File: config.mk
export PLATFORM = sky130hd
export DESIGN_NAME = conv_ctrl
export DESIGN_NICKNAME = d
export VERILOG_FILES = /design/src/core/conv_ctrl_pkg.sv /design/src/core/conv_ctrl.sv
export SDC_FILE = /design/constraint.sdc
export NUM_CORES = 1
export LEC_CHECK = 0
export CAP_MARGIN = 20
export CELL_PAD_IN_SITES_DETAIL_PLACEMENT = 0
export CELL_PAD_IN_SITES_GLOBAL_PLACEMENT = 2
export CORE_MARGIN = 4
export CORE_UTILIZATION = 25
export CTS_CLUSTER_SIZE = 14
export DETAILED_ROUTE_END_ITERATION = 10
export DONT_BUFFER_PORTS = 1
export PLACE_DENSITY = 0.64
export SLEW_MARGIN = 20
export SYNTH_ARGS = -nofsm -noshare
export SYNTH_HDL_FRONTEND = slang
export SYNTH_SLANG_ARGS = --single-unit
export TNS_END_PERCENT = 30
File: constraint.sdc
create_clock -name core_clk_i -period 2.6 [get_ports core_clk_i]
set_input_delay 0.26 -clock core_clk_i [delete_from_list [all_inputs] [get_ports core_clk_i]]
set_output_delay 0.26 -clock core_clk_i [all_outputs]
set_load 0.02 [all_outputs]
File: src/core/conv_ctrl_pkg.sv
package conv_ctrl_pkg;
  // ----------------------------------------------------------------
  // register byte offsets
  // ----------------------------------------------------------------
  localparam logic [7:0] OFF_CTRL = 8'h00;
  localparam logic [7:0] OFF_CHAN = 8'h04;
  localparam logic [7:0] OFF_GAIN = 8'h08;
  localparam logic [7:0] OFF_RES_HI = 8'h0C;
  localparam logic [7:0] OFF_RES_LO = 8'h10;
  localparam logic [7:0] OFF_WIN_LO = 8'h14;
  localparam logic [7:0] OFF_WIN_HI = 8'h18;
  localparam logic [7:0] OFF_STATUS = 8'h1C;
  localparam logic [7:0] OFF_INT_EN = 8'h20;
  localparam logic [7:0] OFF_INT_CLR = 8'h24;
  // ----------------------------------------------------------------
  // control and channel register fields
  // ----------------------------------------------------------------
  localparam int CTRL_ENABLE = 0;
  localparam int CTRL_TRIG_LSB = 1;
  localparam int CTRL_LEFT = 3;
  localparam int CTRL_OUTSIDE = 4;
  localparam int CTRL_CONT = 5;
  localparam int CTRL_REF_DAC = 6;
  localparam int CTRL_SW_START = 7;
  localparam int CHAN_DIFF_LSB = 4;
  // ----------------------------------------------------------------
  // status / interrupt bits
  // ----------------------------------------------------------------
  localparam int STS_DONE = 0;
  localparam int STS_WIN = 1;
  localparam int STS_BUSY = 2;
  localparam int NUM_EVT = 2;
  // ----------------------------------------------------------------
  // reset values, limits and bus codes
  // ----------------------------------------------------------------
  localparam logic [6:0] CTRL_RST = 7'h00;
  localparam logic [7:0] CHAN_RST = 8'h00;
  localparam logic [2:0] GAIN_RST = 3'h1;
  localparam logic [11:0] WIN_LO_RST = 12'h000;
  localparam logic [11:0] WIN_HI_RST = 12'hFFF;
  localparam logic [3:0] TEMP_CHAN = 4'h8;
  localparam logic [2:0] GAIN_MAX = 3'h5;
  localparam logic [1:0] HTRANS_NONSEQ = 2'b10;

  typedef enum logic [1:0] {TRIG_SW = 2'b00, TRIG_TMR2 = 2'b01, TRIG_TMR3 = 2'b10,
                            TRIG_EXT = 2'b11} trig_t;
  typedef enum logic {ST_IDLE = 1'b0, ST_CONV = 1'b1} conv_state_t;
endpackage

File: src/core/conv_ctrl.sv
`timescale 1ns/100ps
module conv_ctrl #(
  parameter int RES_BITS = 12,
  parameter bit HAS_DAC_REF = 1'b1
) (
  input wire logic core_clk_i,
  input wire logic rst_n_i,
  input wire logic ce_i,
  input wire logic hsel_i,
  input wire logic [31:0] haddr_i,
  input wire logic [1:0] htrans_i,
  input wire logic hwrite_i,
  input wire logic [2:0] hsize_i,
  input wire logic [31:0] hwdata_i,
  input wire logic hready_i,
  output logic [31:0] hrdata_o,
  output logic hreadyout_o,
  output logic hresp_o,
  input wire logic tmr2_ovf_i,
  input wire logic tmr3_ovf_i,
  input wire logic ext_start_i,
  input wire logic conv_done_i,
  input wire logic [RES_BITS-1:0] conv_data_i,
  output logic conv_start_o,
  output logic [3:0] channel_o,
  output logic [3:0] diff_pair_o,
  output logic [2:0] gain_o,
  output logic ref_dac_o,
  output logic shutdown_o,
  output logic irq_o
);
  // ----------------------------------------------------------------
  // registers
  // ----------------------------------------------------------------
  localparam int NUM_EVT = conv_ctrl_pkg::NUM_EVT;
  logic [6:0] ctrl_q;
  logic [7:0] chan_q;
  logic [2:0] gain_q;
  logic [11:0] win_lo_q;
  logic [11:0] win_hi_q;
  logic [7:0] res_hi_q;
  logic [7:0] res_lo_q;
  logic [NUM_EVT-1:0] sts_q;
  logic [NUM_EVT-1:0] sts_d;
  logic [NUM_EVT-1:0] int_en_q;
  logic sw_go_q;
  logic wr_pend_q;
  logic [7:0] wr_addr_q;
  logic ext_meta_q;
  logic ext_sync_q;
  logic ext_prev_q;
  conv_ctrl_pkg::conv_state_t state_q;

  // ----------------------------------------------------------------
  // bus decode
  // ----------------------------------------------------------------
  wire addr_ph = hsel_i & hready_i & (htrans_i == conv_ctrl_pkg::HTRANS_NONSEQ);
  wire rd_take = addr_ph & ~hwrite_i;
  wire wr_take = addr_ph & hwrite_i;
  wire [7:0] rd_addr = haddr_i[7:0];
  wire wr_ctrl = wr_pend_q & (wr_addr_q == conv_ctrl_pkg::OFF_CTRL);
  wire wr_chan = wr_pend_q & (wr_addr_q == conv_ctrl_pkg::OFF_CHAN);
  wire wr_gain = wr_pend_q & (wr_addr_q == conv_ctrl_pkg::OFF_GAIN);
  wire wr_wlo = wr_pend_q & (wr_addr_q == conv_ctrl_pkg::OFF_WIN_LO);
  wire wr_whi = wr_pend_q & (wr_addr_q == conv_ctrl_pkg::OFF_WIN_HI);
  wire wr_ien = wr_pend_q & (wr_addr_q == conv_ctrl_pkg::OFF_INT_EN);
  wire wr_clr = wr_pend_q & (wr_addr_q == conv_ctrl_pkg::OFF_INT_CLR);
  wire [NUM_EVT-1:0] clr_bits = wr_clr ? hwdata_i[NUM_EVT-1:0] : '0;

  // out-of-range gain codes saturate at the top setting
  wire [2:0] gain_wr = (hwdata_i[2:0] > conv_ctrl_pkg::GAIN_MAX) ?
                       conv_ctrl_pkg::GAIN_MAX : hwdata_i[2:0];
  // without a dac reference the select bit stays zero
  wire ref_dac_wr = hwdata_i[conv_ctrl_pkg::CTRL_REF_DAC] & HAS_DAC_REF;

  // ----------------------------------------------------------------
  // control fields
  // ----------------------------------------------------------------
  wire enabled = ctrl_q[conv_ctrl_pkg::CTRL_ENABLE];
  wire [1:0] trig_sel = ctrl_q[conv_ctrl_pkg::CTRL_TRIG_LSB +: 2];
  wire left_just = ctrl_q[conv_ctrl_pkg::CTRL_LEFT];
  wire win_outside = ctrl_q[conv_ctrl_pkg::CTRL_OUTSIDE];
  wire cont_mode = ctrl_q[conv_ctrl_pkg::CTRL_CONT];

  // ----------------------------------------------------------------
  // trigger selection and conversion sequencing
  // ----------------------------------------------------------------
  wire ext_edge = ext_sync_q & ~ext_prev_q;
  logic trig_fire;
  always_comb
  begin
    case (trig_sel)
      conv_ctrl_pkg::TRIG_SW: trig_fire = sw_go_q;
      conv_ctrl_pkg::TRIG_TMR2: trig_fire = tmr2_ovf_i;
      conv_ctrl_pkg::TRIG_TMR3: trig_fire = tmr3_ovf_i;
      default: trig_fire = ext_edge;
    endcase
  end
  // triggers count only from idle; a busy converter drops them
  wire start_acc = (state_q == conv_ctrl_pkg::ST_IDLE) & enabled & trig_fire;
  wire done_acc = (state_q == conv_ctrl_pkg::ST_CONV) & conv_done_i;
  // background mode chains the next conversion onto each result
  wire restart = done_acc & cont_mode & enabled;

  // ----------------------------------------------------------------
  // result shaping and window compare
  // ----------------------------------------------------------------
  wire [15:0] res_right = 16'(conv_data_i);
  wire [15:0] res_left = 16'(conv_data_i) << (16 - RES_BITS);
  wire [15:0] res_val = left_just ? res_left : res_right;
  wire [11:0] res_cmp = 12'(conv_data_i);
  wire in_window = (res_cmp >= win_lo_q) & (res_cmp <= win_hi_q);
  wire win_hit = win_outside ? ~in_window : in_window;
  wire [NUM_EVT-1:0] evt = {done_acc & win_hit, done_acc};

  // set wins over a clear in the same cycle
  always_comb
  begin
    sts_d = (sts_q & ~clr_bits) | evt;
  end

  // ----------------------------------------------------------------
  // read mux
  // ----------------------------------------------------------------
  logic [31:0] rd_val;
  always_comb
  begin
    case (rd_addr)
      conv_ctrl_pkg::OFF_CTRL: rd_val = {25'h0, ctrl_q};
      conv_ctrl_pkg::OFF_CHAN: rd_val = {24'h0, chan_q};
      conv_ctrl_pkg::OFF_GAIN: rd_val = {29'h0, gain_q};
      conv_ctrl_pkg::OFF_RES_HI: rd_val = {24'h0, res_hi_q};
      conv_ctrl_pkg::OFF_RES_LO: rd_val = {24'h0, res_lo_q};
      conv_ctrl_pkg::OFF_WIN_LO: rd_val = {20'h0, win_lo_q};
      conv_ctrl_pkg::OFF_WIN_HI: rd_val = {20'h0, win_hi_q};
      conv_ctrl_pkg::OFF_STATUS: rd_val = {29'h0, state_q, sts_q};
      conv_ctrl_pkg::OFF_INT_EN: rd_val = {30'h0, int_en_q};
      default: rd_val = 32'h0000_0000;
    endcase
  end

  // ----------------------------------------------------------------
  // bus slave
  // ----------------------------------------------------------------
  always_ff @(posedge core_clk_i)
  begin
    if (!rst_n_i)
    begin
      wr_pend_q <= 1'b0;
      wr_addr_q <= 8'h00;
      hrdata_o <= 32'h0000_0000;
      hreadyout_o <= 1'b1;
      hresp_o <= 1'b0;
    end
    else if (ce_i)
    begin
      wr_pend_q <= wr_take;
      wr_addr_q <= rd_addr;
      hrdata_o <= rd_take ? rd_val : 32'h0000_0000;
    end
  end

  // ----------------------------------------------------------------
  // configuration registers
  // ----------------------------------------------------------------
  always_ff @(posedge core_clk_i)
  begin
    if (!rst_n_i)
    begin
      ctrl_q <= conv_ctrl_pkg::CTRL_RST;
      chan_q <= conv_ctrl_pkg::CHAN_RST;
      gain_q <= conv_ctrl_pkg::GAIN_RST;
      win_lo_q <= conv_ctrl_pkg::WIN_LO_RST;
      win_hi_q <= conv_ctrl_pkg::WIN_HI_RST;
      int_en_q <= '0;
      sw_go_q <= 1'b0;
    end
    else if (ce_i)
    begin
      if (wr_ctrl)
        ctrl_q <= {ref_dac_wr, hwdata_i[5:0]};
      if (wr_chan)
        chan_q <= hwdata_i[7:0];
      if (wr_gain)
        gain_q <= gain_wr;
      if (wr_wlo)
        win_lo_q <= hwdata_i[11:0];
      if (wr_whi)
        win_hi_q <= hwdata_i[11:0];
      if (wr_ien)
        int_en_q <= hwdata_i[NUM_EVT-1:0];
      // self-clearing start strobe
      sw_go_q <= wr_ctrl & hwdata_i[conv_ctrl_pkg::CTRL_SW_START];
    end
  end

  // ----------------------------------------------------------------
  // converter sequencing, result and status
  // ----------------------------------------------------------------
  always_ff @(posedge core_clk_i)
  begin
    if (!rst_n_i)
    begin
      ext_meta_q <= 1'b0;
      ext_sync_q <= 1'b0;
      ext_prev_q <= 1'b0;
      state_q <= conv_ctrl_pkg::ST_IDLE;
      conv_start_o <= 1'b0;
      res_hi_q <= 8'h00;
      res_lo_q <= 8'h00;
      sts_q <= '0;
      irq_o <= 1'b0;
    end
    else if (ce_i)
    begin
      ext_meta_q <= ext_start_i;
      ext_sync_q <= ext_meta_q;
      ext_prev_q <= ext_sync_q;
      conv_start_o <= start_acc | restart;
      case (state_q)
        conv_ctrl_pkg::ST_IDLE:
          if (start_acc)
            state_q <= conv_ctrl_pkg::ST_CONV;
        conv_ctrl_pkg::ST_CONV:
          if (done_acc & ~restart)
            state_q <= conv_ctrl_pkg::ST_IDLE;
        default: state_q <= conv_ctrl_pkg::ST_IDLE;
      endcase
      if (done_acc)
      begin
        res_hi_q <= res_val[15:8];
        res_lo_q <= res_val[7:0];
      end
      sts_q <= sts_d;
      irq_o <= |(sts_d & int_en_q);
    end
  end

  // ----------------------------------------------------------------
  // analog selects
  // ----------------------------------------------------------------
  always_ff @(posedge core_clk_i)
  begin
    if (!rst_n_i)
    begin
      channel_o <= 4'h0;
      diff_pair_o <= 4'h0;
      gain_o <= conv_ctrl_pkg::GAIN_RST;
      ref_dac_o <= 1'b0;
      shutdown_o <= 1'b1;
    end
    else if (ce_i)
    begin
      // codes above the sensor index fall back to the sensor
      channel_o <= (chan_q[3:0] > conv_ctrl_pkg::TEMP_CHAN) ?
                   conv_ctrl_pkg::TEMP_CHAN : chan_q[3:0];
      diff_pair_o <= chan_q[conv_ctrl_pkg::CHAN_DIFF_LSB +: 4];
      gain_o <= gain_q;
      ref_dac_o <= ctrl_q[conv_ctrl_pkg::CTRL_REF_DAC];
      shutdown_o <= ~enabled;
    end
  end
endmodule

==> impl_metrics.toml <==
[run_status]
status = "finished, final reports clean"

[sta]
worst_pin_slew_ns = 0.955
fmax_ghz = 0.492
slew_headroom_pct = 36.2
slew_viol_final = 0
tns_ns = 0
setup_viol = 0
setup_ws_ns = 0.566
min_period_over_period_pct = 78.2
final-hold-violation-count = 0
period_needed_ns = 2.03
rsz0062_at_grt = "no"
clock_skew_ns = 0.0110

[floorplan]
core-area_mm2 = 0.0218
io_pins = 140
die-width_um = 156
rows = 54
initial_core_util_pct = 25.3
dieArea_mm2 = 0.0245
fp.dieH_um = 156

[critical_path]
endpoint_kind = "flop"
worst_ep_arrival_time_ns = 2.32
cpMaxStageDelayCell = "dfxtp_1"
cp_max_fo = 3
critPathRequiredTime_ns = 2.89
start_kind = "flop"
critPathKind = "reg2reg"
critPathBufInv = 1
path_cells = "inv_1, ha_1, a211oi_1, o22ai_1, a31o_2, o41ai_1, a41oi_1, a31oi_1"
critPathTopFamily = "compound AO/OA/AOI/OAI gates"
cpPeakStageDelay_ns = 0.36

[pwr]
leakagePower_nw = 2.44
p_per_area_mw_per_mm2 = 522
ir_drop_mv = 0.249

[final_layout]
fin_area_mm2 = 0.00600
layout_common_cells = "103 x dfxtp_1, 76 x mux2i_1, 68 x nor2b_1"
nFillCells = 2345
layout-drive-gt1-share_pct = 7.88
layout.nets = 694
syn_to_final_growth_pct = 8.99
antenna_cells = 0
mostFrequentLayoutCell = "dfxtp_1"

[clock_tree]
cts_hold_buf = 2
post_cts_buffers = 0
cts_resized = 0
clock_path_buffers = 2
numCtsBuffers = 9
cts_tree = "done"
clockRootBuffer = "clkbuf_16"
path_clk_slew_ns = 0.08
cts.sinks = 103
clk_latency_ns = 0.36
htreeDepth = 3

[yosys]
synthesis.area_mm2 = 0.00551
synthArstFlopShare_pct = 0
synthFlopType = "dfxtp_1"
ys_seq_area_share_pct = 37.4
ys_types = 65
netlist_instances = 592
synth_edf_count = 0
synth_area_per_cell_um2 = 9.31
yosysWarnings = 0
ys_seq_elements = 103

[placement]
buffer_ports.inserted = 0
post-place-ws_ns = 0.528
dp_hpwl_um = 12500
placed_cell_area_mm2 = 0.00569
place.gp.congestion = 0.780

[global_route]
grt_max_degree = 91
grt_pass1_vias = 4280
track_usage_pct = 14.4
grt_pass1_wl_um = 26900
overflow = 0
antenna_found_initial = 0

[drt]
wl_per_cell_um = 19.9
firstDrtPassIters = 5
drtAntennaViolNets = 0
viasPerCell = 4.85
wl_um = 17200
vias = 4193
drc = 0
drtIter0Drc = 243

[hold_path]
hold_class = "in2reg"

[job]
cap_violations = 0
worst paths after layout:
path,start,to,slack [ns],depth (start not counted)
worst max-delay path,win_lo_q[9]$_SDFFE_PN0P_,sts_q[1]$_SDFFE_PN0P_,0.57,8
worst min-delay path,hwdata_i[11],win_hi_q[11]$_SDFFE_PN1P_,0.02,2
worst max register to register,win_lo_q[9]$_SDFFE_PN0P_,sts_q[1]$_SDFFE_PN0P_,0.57,8
worst min register to register,res_hi_q[7]$_SDFFE_PN0P_,res_hi_q[7]$_SDFFE_PN0P_,0.47,2
synth_stat cells (4+ instances only):
master	instances	area [um2]
a221oi_1	6	52.6
nand4_1	8	50.1
o2bb2ai_1	7	61.3
and3_1	4	25.0
mux2i_1	76	761
a22o_1	5	43.8
o21ai_0	14	70.1
clkbuf_1	20	75.1
inv_1	28	105
nor4_1	5	31.3
nor2b_1	68	425
a21oi_1	20	100
buf_2	10	50.1
dfxtp_1	103	2060
o211a_1	8	80.1
and2_1	7	43.8
nor2_1	17	63.8
buf_4	23	173
o22ai_1	5	31.3
a21boi_0	6	45.0
nand3_1	16	80.1
a22oi_1	16	120
ha_1	24	300
nand2_1	40	150
nor3b_1	4	30.0
logic make-up after synthesis:
kind of cell	synth area share, %
AND/OR/NAND/NOR	20.3
flip-flops	37.4
adder cells (fa/ha/maj)	5.45
buffers and inverters	7.86
other	0.136
multiplexers	14.4
AO/OA/AOI/OAI	14.4
per-stage QoR:
step / util, % / cells / hold WS [ns] / total power, mW
after global placement: 26.2 / 846 / 0.336 / 1.80
final: 27.6 / 864 / 0.0215 / 3.13
after CTS: 27.6 / 864 / 0.0161 / 3.16
after global routing: 27.6 / 864 / 0.0248 / 3.25
after detailed placement: 26.2 / 846 / 0.337 / 1.80
after floorplan: - / 612 / 0.385 / 1.82
cell type report:
class	instances	area, um2	area share (%)
Multi-Input combinational cell	424	3100	51.6
Clock buffer	10	239	3.98
Inverter	29	109	1.81
Sequential cell	103	2060	34.3
Timing Repair Buffer	12	95.1	1.58
Tap cell	280	350	5.83
Clock inverter	6	53.8	0.896
power by group:
part / switching, mW / internal, mW
Clock: 0.670 / 0.692
Sequential: 0.0122 / 1.59
Combinational: 0.0971 / 0.0746
Total: 0.779 / 2.35
sequential cells by signal, summed over array words and instances, names as in the netlist:
register      flops
ext_prev_q        1
ext_sync_q        1
chan_q            8
ctrl_q            7
irq_o             1
sw_go_q           1
int_en_q          2
wr_addr_q         8
res_hi_q          8
gain_q            3
wr_pend_q         1
gain_o            3
conv_start_o      1
win_lo_q         12
win_hi_q         12
sts_q             2
state_q           1
res_lo_q          8
ext_meta_q        1
channel_o         4
shutdown_o        1
hrdata_o         12
ref_dac_o         1
diff_pair_o       4
metal layers:
| metal | GRT usage (%) | up-vias | wire length [um] |
|---|---|---|---|
| met2 | 22.9 | 104 | 7850 |
| met4 | 3.80 | 0 | 212 |
| li1 | - | 2033 | - |
| met3 | 3.62 | 14 | 1020 |
| met5 | 0 | - | 0 |
| met1 | 19.4 | 2042 | 8110 |
Note: power is estimated with default switching activity, not from simulation.
